===== src/sfs_pkg.sv =====
`default_nettype none
package sfs_pkg;
    // Geometry of the array behind the serial front end.
    localparam int PAGE_BYTES   = 256;
    localparam int SECTOR_BYTES = 4096;
    localparam int BLOCK_BYTES  = 65536;
    localparam int ADDR_W       = 20;
    localparam int SECTOR_LSB   = 12;
    localparam int BLOCK_LSB    = 16;
    localparam int PAGE_LSB     = 8;
    localparam int BUSY_BIT     = 0;

    // Instruction codes the front end must recognise for line usage and busy gating.
    localparam logic [7:0] OP_DUAL_READ   = 8'h3B;
    localparam logic [7:0] OP_READ_STATUS = 8'h05;
    localparam logic [7:0] OP_PAGE_PROG   = 8'h02;

    // Synchroniser and counter reset values.
    localparam logic [2:0] SYNC_RESET = 3'h0;
    // Select stages start low, so a select held low through reset never looks like a fall.
    localparam logic [2:0] CS_SYNC_RESET = 3'h0;
    localparam logic [3:0] BITCNT_RESET = 4'h0;
    localparam logic [8:0] PAGECNT_RESET = 9'h000;

    typedef enum logic [2:0] {
        ST_IDLE,
        ST_OPCODE,
        ST_ADDR,
        ST_DUMMY,
        ST_WDATA,
        ST_RDATA,
        ST_IGNORE
    } sfs_phase_t;

    typedef struct packed {
        logic [2:0] clkSync;
        logic [2:0] csSync;
        logic [2:0] dioSync;
        logic       armed;
        sfs_phase_t phase;
        logic [3:0] bitCnt;
        logic [1:0] addrBytes;
        logic [7:0] shiftIn;
        logic [7:0] opcode;
        logic [ADDR_W-1:0] addr;
        logic [7:0] shiftOut;
        logic [8:0] pageCnt;
        logic       dual;
        logic       doOut;
        logic       doOe;
        logic       dioOut;
        logic       dioOe;
        logic       opcodeStb;
        logic       addrStb;
        logic       byteStb;
        logic       rdReq;
        logic       endStb;
        logic [7:0] byteData;
    } sfs_state_t;

    typedef struct packed {
        logic [7:0]        opcode;
        logic [ADDR_W-1:0] addr;
        logic [7:0]        data;
        logic [8:0]        pageCount;
    } sfs_cmd_t;
endpackage : sfs_pkg
`default_nettype wire


===== src/sfs_front_end.sv =====
`default_nettype none
module sfs_front_end
    import sfs_pkg::*;
(
    input  wire logic              ref_clk,
    input  wire logic              rst,
    input  wire logic              serialClk,
    input  wire logic              chipSelN,
    input  wire logic              dataLine0In,
    output logic                   dataLine0Out,
    output logic                   dataLine0Oe,
    output logic                   dataLine1Out,
    output logic                   dataLine1Oe,
    input  wire logic [7:0]        statusByte,
    input  wire logic [7:0]        readByte,
    output logic                   opcodeStb,
    output logic                   addrStb,
    output logic                   byteStb,
    output logic                   readReq,
    output logic                   cmdEndStb,
    output sfs_cmd_t               cmd,
    output logic [ADDR_W-1:SECTOR_LSB] sectorIdx,
    output logic [ADDR_W-1:BLOCK_LSB]  blockIdx,
    output logic [ADDR_W-1:PAGE_LSB]   pageIdx
);
    sfs_state_t s_r;
    sfs_state_t s_nxt;

    logic clkRise;
    logic clkFall;
    logic csLow;
    logic csRiseEv;
    logic csFallEv;
    logic busy;
    logic dinBit;

    // Edges count once the second stage holds the new level and the third still holds the old one.
    assign clkRise  = s_r.clkSync[1] & ~s_r.clkSync[2];
    assign clkFall  = ~s_r.clkSync[1] & s_r.clkSync[2];
    assign csLow    = ~s_r.csSync[1] & ~s_r.csSync[2];
    assign csRiseEv = s_r.csSync[1] & ~s_r.csSync[2];
    assign csFallEv = ~s_r.csSync[1] & s_r.csSync[2];
    assign busy     = statusByte[BUSY_BIT];
    assign dinBit   = s_r.dioSync[2];

    always_comb
    begin
        s_nxt = s_r;
        s_nxt.clkSync = {s_r.clkSync[1:0], serialClk};
        s_nxt.csSync  = {s_r.csSync[1:0], chipSelN};
        s_nxt.dioSync = {s_r.dioSync[1:0], dataLine0In};
        s_nxt.opcodeStb = 1'b0;
        s_nxt.addrStb   = 1'b0;
        s_nxt.byteStb   = 1'b0;
        s_nxt.rdReq     = 1'b0;
        s_nxt.endStb    = 1'b0;
        if (csFallEv)
        begin
            s_nxt.armed = 1'b1;
        end
        if (!csLow)
        begin
            // Deselect resets framing only; internal cycles run on in the core.
            if (csRiseEv)
            begin
                s_nxt.endStb = (s_r.phase != ST_IDLE);
            end
            s_nxt.phase  = ST_IDLE;
            s_nxt.bitCnt = BITCNT_RESET;
            s_nxt.dual   = 1'b0;
            s_nxt.doOe   = 1'b0;
            s_nxt.dioOe  = 1'b0;
        end
        else
        begin
            if (s_r.phase == ST_IDLE && s_r.armed)
            begin
                s_nxt.phase = ST_OPCODE;
            end
            if (clkRise)
            begin
                s_nxt.shiftIn = {s_r.shiftIn[6:0], dinBit};
                s_nxt.bitCnt  = s_r.bitCnt + 4'h1;
                if (s_r.bitCnt == 4'h7)
                begin
                    s_nxt.bitCnt = BITCNT_RESET;
                    case (s_r.phase)
                        ST_OPCODE:
                        begin
                            s_nxt.opcode    = {s_r.shiftIn[6:0], dinBit};
                            s_nxt.opcodeStb = 1'b1;
                            s_nxt.pageCnt   = PAGECNT_RESET;
                            if (busy && {s_r.shiftIn[6:0], dinBit} != OP_READ_STATUS)
                                s_nxt.phase = ST_IGNORE;
                            else if ({s_r.shiftIn[6:0], dinBit} == OP_READ_STATUS)
                            begin
                                s_nxt.phase    = ST_RDATA;
                                s_nxt.shiftOut = statusByte;
                            end
                            else
                            begin
                                s_nxt.phase     = ST_ADDR;
                                s_nxt.addrBytes = 2'h0;
                            end
                        end
                        ST_ADDR:
                        begin
                            s_nxt.addr = {s_r.addr[ADDR_W-9:0], s_r.shiftIn[6:0], dinBit};
                            s_nxt.addrBytes = s_r.addrBytes + 2'h1;
                            if (s_r.addrBytes == 2'h2)
                            begin
                                s_nxt.addrStb = 1'b1;
                                if (s_r.opcode == OP_PAGE_PROG)
                                    s_nxt.phase = ST_WDATA;
                                else if (s_r.opcode == OP_DUAL_READ)
                                    s_nxt.phase = ST_DUMMY;
                                else
                                begin
                                    s_nxt.phase = ST_RDATA;
                                    s_nxt.rdReq = 1'b1;
                                end
                            end
                        end
                        ST_DUMMY:
                        begin
                            s_nxt.phase = ST_RDATA;
                            s_nxt.dual  = 1'b1;
                            s_nxt.rdReq = 1'b1;
                        end
                        ST_WDATA:
                        begin
                            // Bytes past a full page are dropped.
                            if (s_r.pageCnt < 9'(PAGE_BYTES))
                            begin
                                s_nxt.byteData = {s_r.shiftIn[6:0], dinBit};
                                s_nxt.byteStb  = 1'b1;
                                s_nxt.pageCnt  = s_r.pageCnt + 9'h001;
                            end
                        end
                        default:
                        begin
                        end
                    endcase
                end
                if (s_r.phase == ST_RDATA && s_r.dual && s_r.bitCnt == 4'h3)
                begin
                    s_nxt.bitCnt = BITCNT_RESET;
                end
            end
            if (clkFall && s_r.phase == ST_RDATA)
            begin
                s_nxt.doOe = 1'b1;
                if (s_r.dual)
                begin
                    // Line 1 carries the higher bit of each pair.
                    s_nxt.dioOe    = 1'b1;
                    s_nxt.doOut    = s_r.shiftOut[7];
                    s_nxt.dioOut   = s_r.shiftOut[6];
                    s_nxt.shiftOut = {s_r.shiftOut[5:0], 2'h0};
                end
                else
                begin
                    s_nxt.doOut    = s_r.shiftOut[7];
                    s_nxt.shiftOut = {s_r.shiftOut[6:0], 1'b0};
                end
            end
            if (s_r.rdReq)
            begin
                // The core answers for the full cmd.addr in this cycle; then step past it.
                s_nxt.shiftOut = readByte;
                s_nxt.addr     = s_r.addr + ADDR_W'(1);
            end
            else if (clkRise && s_r.phase == ST_RDATA && s_nxt.bitCnt == BITCNT_RESET
                     && s_r.bitCnt != BITCNT_RESET)
            begin
                // Fetch the next byte well before the coming falling edge.
                if (s_r.opcode == OP_READ_STATUS)
                    s_nxt.shiftOut = statusByte;
                else
                    s_nxt.rdReq = 1'b1;
            end
        end
    end

    always_ff @(posedge ref_clk)
    begin
        if (rst)
        begin
            s_r <= '0;
            s_r.clkSync <= SYNC_RESET;
            s_r.csSync  <= CS_SYNC_RESET;
            s_r.phase   <= ST_IDLE;
        end
        else
        begin
            s_r <= s_nxt;
        end
    end

    assign dataLine1Out = s_r.doOut;
    assign dataLine1Oe  = s_r.doOe;
    assign dataLine0Out = s_r.dioOut;
    assign dataLine0Oe  = s_r.dioOe;
    assign opcodeStb    = s_r.opcodeStb;
    assign addrStb      = s_r.addrStb;
    assign byteStb      = s_r.byteStb;
    assign readReq      = s_r.rdReq;
    assign cmdEndStb    = s_r.endStb;
    assign cmd          = '{opcode: s_r.opcode, addr: s_r.addr, data: s_r.byteData,
                            pageCount: s_r.pageCnt};
    assign sectorIdx    = s_r.addr[ADDR_W-1:SECTOR_LSB];
    assign blockIdx     = s_r.addr[ADDR_W-1:BLOCK_LSB];
    assign pageIdx      = s_r.addr[ADDR_W-1:PAGE_LSB];

    chk_desel_float: assert property (@(posedge ref_clk) disable iff (rst)
        (s_r.csSync[2:1] == 2'b11) |=> (!dataLine1Oe && !dataLine0Oe))
        else $error("Outputs driven while deselected.");
    chk_no_arm_cmd: assert property (@(posedge ref_clk) disable iff (rst)
        !s_r.armed |-> !opcodeStb)
        else $error("Opcode taken before first select.");
    chk_dual_only: assert property (@(posedge ref_clk) disable iff (rst)
        dataLine0Oe |-> (s_r.opcode == OP_DUAL_READ))
        else $error("Data line 0 driven outside dual read.");
    chk_out_on_fall: assert property (@(posedge ref_clk) disable iff (rst)
        $changed(dataLine1Out) |-> $past(clkFall))
        else $error("Output changed away from a falling edge.");
    chk_busy_ignore: assert property (@(posedge ref_clk) disable iff (rst)
        (opcodeStb && busy && cmd.opcode != OP_READ_STATUS) |-> s_r.phase == ST_IGNORE)
        else $error("Instruction obeyed while busy.");
    chk_page_limit: assert property (@(posedge ref_clk) disable iff (rst)
        cmd.pageCount <= 9'(PAGE_BYTES))
        else $error("Page byte count above one page.");
    chk_bit_reset: assert property (@(posedge ref_clk) disable iff (rst)
        csRiseEv |=> (s_r.bitCnt == BITCNT_RESET && s_r.phase == ST_IDLE))
        else $error("Bit counter survived deselect.");
    chk_dual_pair: assert property (@(posedge ref_clk) disable iff (rst)
        (clkFall && s_r.dual && s_r.phase == ST_RDATA && csLow) |=>
        (dataLine1Out == $past(s_r.shiftOut[7]) && dataLine0Out == $past(s_r.shiftOut[6])))
        else $error("Dual pair not placed on both lines.");
endmodule // sfs_front_end
`default_nettype wire


===== config.mk =====
export PLATFORM = sky130hd
export DESIGN_NAME = sfs_front_end
export DESIGN_NICKNAME = d
export VERILOG_FILES = /design/src/sfs_pkg.sv /design/src/sfs_front_end.sv
export SDC_FILE = /design/constraint.sdc
export NUM_CORES = 1
export LEC_CHECK = 0
export BUFFER_PORTS_ARGS = -buffer_cell sky130_fd_sc_hd__buf_2
export CAP_MARGIN = 5
export CORE_MARGIN = 3
export CORE_UTILIZATION = 45
export DETAILED_ROUTE_END_ITERATION = 8
export PLACE_DENSITY = 0.72
export SETUP_SLACK_MARGIN = 0.05
export SYNTH_ARGS = -nofsm -noshare
export SYNTH_HDL_FRONTEND = slang
export SYNTH_SLANG_ARGS = --single-unit

===== constraint.sdc =====
create_clock -name ref_clk -period 3.2 [get_ports ref_clk]
set_clock_uncertainty 0.15 [all_clocks]
set_input_delay 0.64 -clock ref_clk [delete_from_list [all_inputs] [get_ports ref_clk]]
set_output_delay 0.64 -clock ref_clk [all_outputs]
set_load 0.02 [all_outputs]

==> Word level (Yosys, flattened, before mapping) <==
Cells that the tools add are included.
{ "word_totals": {"in_bits": 21, "reg_bits": 89} }
{ "op_classes": {"n_lt_le_gt_ge": 1, "n_eq_ne": 25, "addsub": 4, "n_reduce_logical": 27, "bitwise_logic": 15, "mux": 41} }
{ "op_table": {"columns": ["cell", "count"], "rows": [
  ["63-bit 2-to-1 mux", 2],
  ["8-bit 2-to-1 mux", 9],
  ["46-bit 2-to-1 mux", 1],
  ["20-bit 2-to-1 mux", 2],
  ["20-bit by 1-bit adder with 20-bit output, second input constant", 1],
  ["3-bit 2-to-1 mux", 6],
  ["9-bit 2-to-1 mux", 2],
  ["9-bit one-hot mux with 2 select lines", 1],
  ["8-bit by 3-bit equality test with 1-bit output, second input constant", 2],
  ["1-bit 2-to-1 mux", 12],
  ["3-bit inequality test, second input constant", 4],
  ["1-bit inverter", 10],
  ["5-bit AND reduction", 2],
  ["5-bit OR reduction", 2],
  ["9-bit by 1-bit adder with 9-bit output, second input constant", 1],
  ["9-bit less-than comparator, second input constant", 1],
  ["3-bit one-hot mux with 3 select lines", 1],
  ["8-bit by 2-bit equality test with 1-bit output, second input constant", 1],
  ["8-bit by 6-bit equality test with 1-bit output, second input constant", 1],
  ["1-bit logical AND", 8],
  ["8-bit by 3-bit inequality test with 1-bit output, second input constant", 1],
  ["4-bit AND reduction", 2],
  ["3-bit by 2-bit equality test with 1-bit output, second input constant", 2],
  ["3-bit equality test, second input constant", 2],
  ["25 further kinds", 37]
]} }

==> Logic depth before layout (Yosys ltp) <==
{ "depth": {"depth_word": 14, "ltp_mapped": 8} }

==> Worst setup path before layout <==
No wires, ideal clock.
{ "synth_path": {"path_kind": "reg2reg", "startpoint": "register s_r[89] in the netlist's numbering", "endpoint": "register s_r, in the netlist cmd[6]", "setup_ns": 0.120, "stages_incl_launch_ff": 9, "path_buffers": 2, "slack_ns": 0.937, "required_time_ns": 2.930, "arrival_time_ns": 1.992, "cell_sequence": "dfxtp_1 or4b_1 buf_2 or3_1 buf_6 a21oi_4 nand4_1 xor2_1 nor2_2"} }
{ "synth_via": {"elab_chain_len": 4} }
{ "synth_lines": {"columns": ["element", "line_no", "source"], "rows": [
  ["start, declared", "sfs_front_end.sv:26", "sfs_state_t s_r;"],
  ["start signal, assigned", "sfs_front_end.sv:196", "s_r <= s_nxt;"],
  ["1-bit inverter", "sfs_front_end.sv:38", "assign clkRise = s_r.clkSync[1] & ~s_r.clkSync[2];"],
  ["1-bit AND", "sfs_front_end.sv:38", null],
  ["2-bit inequality test (no source line)", null, null],
  ["5-bit AND reduction (no source line)", null, null]
]} }
No other way between the ends.
A chain may end at the register's enable or synchronous reset.

==> Worst setup path after layout <==
{ "layout_path": {"startpoint": "register s_r, in the netlist cmd[40]", "endpoint": "register s_r[34] in the netlist's numbering"} }
{ "layout_via": {"elab_chain_len": 4} }
{ "layout_lines": {"columns": ["element", "line_no", "source"], "rows": [
  ["8-bit by 3-bit equality test with 1-bit output", "sfs_front_end.sv:177", "if (s_r.opcode == OP_READ_STATUS)"],
  ["8-bit 2-to-1 mux", "sfs_front_end.sv:177", null],
  ["8-bit 2-to-1 mux", "sfs_front_end.sv:173", "else if (clkRise && s_r.phase == ST_RDATA && s_nxt.bitCnt == BITCNT_RESET"],
  ["8-bit 2-to-1 mux", "sfs_front_end.sv:167", "if (s_r.rdReq)"]
]} }
No other way between the ends.

==> flow_summary.json <==
{
  "outcome": "complete, no violations",
  "ys_warn_count": 0,
  "min_period_over_period": 0.833,
  "multi_input_area_mm2": 0.00242,
  "syn_area_mm2": 0.00491,
  "dp_hpwl_um": 8700,
  "hp-start": "s_nxt[83]$_SDFF_PP0_",
  "peakVddDrop_mv": 0.285,
  "setup_violations": 0,
  "critPathCaptureType": "flip-flop",
  "dieArea_mm2": 0.0122,
  "gp_congestion": 0.883,
  "cts_resized": 0,
  "p_leak_uw": 0.00217,
  "core-area_mm2": 0.0105,
  "rsz0062_at_grt": "no",
  "rows": 37,
  "slowest_delay_ps": 580,
  "hold_violations": 0,
  "layout_min_cycle_time_ps": 2660,
  "ant_nets": 0,
  "drt_iter0_drc": 314,
  "cts-root-buf": "clkbuf_8",
  "diodes": 0,
  "io_pins": 99,
  "r2r_end": "s_r[34]$_SDFFE_PP0P_",
  "clk_path_buf_depth": 2,
  "die_h_um": 111,
  "seq_area_frac_synth": 0.363,
  "vias": 4412,
  "crit_path_start_kind": "flip-flop",
  "clk_pin_slew_worst_paths_ps": 90,
  "critical-path-top-delay-family": "simple AND/OR/NAND/NOR gates",
  "required_ps": 3320,
  "layout.nets": 653,
  "area_growth_pct": 7.76,
  "avgRoutedWirePerCell_um": 15.7,
  "grt_overflow_total": 0,
  "wl_um": 12100,
  "slew_headroom": 0.546,
  "crit_type": "flip-flop to flip-flop",
  "synth_nets": 634,
  "grt_max_degree": 44,
  "rrSetupSlack_ps": 540,
  "synthFlopType": "dfxtp_1",
  "syn_inst": 608,
  "dr.pass1.iters": 5,
  "post-route-util": 0.506,
  "worstPathMaxFanout": 7,
  "cts-htree-levels": 3,
  "avgSynthCellArea_um2": 8.08,
  "clkLatencyLatePin_ps": 370,
  "grt_pass1_vias": 4032,
  "cap_violations": 0,
  "slew_viol_final": 0,
  "whs_path_depth": 1,
  "drive_above_1_share": 0.223,
  "cts_setup_buffers": 0,
  "initial_utilization": 0.470,
  "final_cell_mix": "buf_2 (98), dfxtp_1 (89), nand2_1 (65)",
  "reg2regPathDepth": 6,
  "synth-async-reset-ratio": 0,
  "crit_path_top_delay_cell": "o31ai_2",
  "cts_sinks": 89,
  "antenna_found_initial": 0,
  "nFillCells": 1013,
  "synth_cell_types": 59,
  "ys_ff_latch": 89,
  "p_per_area_mw_per_mm2": 426,
  "worstHoldEndpoint": "dinBit$_SDFF_PP0_",
  "routed_via_density": 5.74,
  "mostFrequentLayoutCell": "buf_2",
  "drc": 0,
  "grt_first_pass_wirelength_um": 19900,
  "cts_tree": "done",
  "fin_tns_setup_ps": 0,
  "synth-edff-count": 0,
  "worstMarginPinSlew_ps": 677,
  "max_freq_mhz": 375,
  "holdCritPathClass": "flip-flop to flip-flop",
  "die_w_um": 111,
  "cts_made_buffers": 9,
  "cts_hold_buf": 0,
  "cp_data_arrival_time_ps": 2780,
  "critPathBufInv": 1,
  "grt_usage": 0.194,
  "timing.rr.start": "cmd[40]$_SDFFE_PP0P_",
  "portBuffers": 98,
  "crit_path_cell_trace": "or3_1 -> nor4_2 -> inv_1 -> o31ai_2 -> nand2_1 -> a221oi_1",
  "regArea_mm2": 0.00178
}
stage by stage:
step | instances | setup WS, ps | total power (uW) | hold WS, ps | cell area [um2]
final | 768 | 535 | 2250 | 305 | 5300
after floorplan | 608 | 937 | 1210 | 264 | 4910
after global placement | 752 | 695 | 1240 | 280 | 5030
after detailed placement | 752 | 615 | 1240 | 289 | 5030
after global routing | 768 | 376 | 2320 | 322 | 5300
after CTS | 768 | 593 | 2270 | 310 | 5300
area by class of cell:
class,count,area share
multi-input cells,400,0.457
flip-flops and latches,89,0.336
repair buffers,113,0.114
well taps,136,0.0321
clock inverters,7,0.0276
clock buffers,9,0.0234
inverters,14,0.00992
worst register-to-register path, stage by stage, from the launching register on:
cell and delay, ps:
dfxtp_1 340, or3_1 420, nor4_2 480, inv_1 140, o31ai_2 580, nand2_1 110, a221oi_1 340
cells in the mapped netlist, drive strengths merged (6+ instances only):
cell type | n | area share
a221oi | 16 | 0.029
nand2 | 65 | 0.050
nand3 | 12 | 0.012
inv | 14 | 0.011
dfxtp | 89 | 0.36
nand4 | 17 | 0.022
buf | 79 | 0.12
nor3 | 18 | 0.018
a31oi | 6 | 0.0076
clkbuf | 26 | 0.020
a21oi | 37 | 0.040
o2bb2ai | 6 | 0.011
a22oi | 6 | 0.0092
mux2i | 24 | 0.049
o21ai | 40 | 0.041
nor2 | 64 | 0.049
nor2b | 12 | 0.015
power breakdown:
group / internal, uW / switching [uW]
sequential: 1120 / 12.9
combinational: 33.0 / 50.6
clock: 606 / 434
total: 1760 / 498
cell families (layout without fill, tap and decap cells):
group                      count (synthesis)  after routing  synth area share
AOI/OAI and AO/OA                        139            139             0.188
xor gates and xnor gates                   8              8            0.0143
adders and majority gates                  5              5            0.0127
buffers and inverters                    119            143             0.146
DFF                                       89             89             0.363
muxes                                     26             26            0.0535
and+or+nand+nor                          222            222             0.223
sequential cells by signal, indices dropped and copies added, names as in the netlist, 4 cells and up:
register and cells:
cmd 41, s_r 28, s_nxt 6, blockIdx 4
worst max path at each step:
| stage | from | end | slack (ps) | cells past startpoint |
|---|---|---|---|---|
| 5_1_grt | s_r[73]$_SDFF_PP0_ | s_r[34]$_SDFFE_PP0P_ | 380 | 7 |
| 3_3_place_gp | s_nxt[86]$_SDFF_PP0_ | cmd[6]$_SDFFE_PP0P_ | 700 | 6 |
| 4_1_cts | cmd[40]$_SDFFE_PP0P_ | s_r[34]$_SDFFE_PP0P_ | 590 | 6 |
| 6_report | cmd[40]$_SDFFE_PP0P_ | s_r[34]$_SDFFE_PP0P_ | 540 | 6 |
| 3_5_place_dp | s_r[73]$_SDFF_PP0_ | s_r[34]$_SDFFE_PP0P_ | 610 | 7 |
| 2_1_floorplan | s_r[89]$_SDFF_PP0_ | cmd[6]$_SDFFE_PP0P_ | 940 | 8 |
metal layers:
| metal | wire (um) | global-route usage |
|---|---|---|
| met5 | 0 | 0 |
| met4 | 163 | 0.0665 |
| met3 | 760 | 0.0345 |
| met2 | 5670 | 0.318 |
| met1 | 5490 | 0.257 |
(Power assumes the default switching activity.)
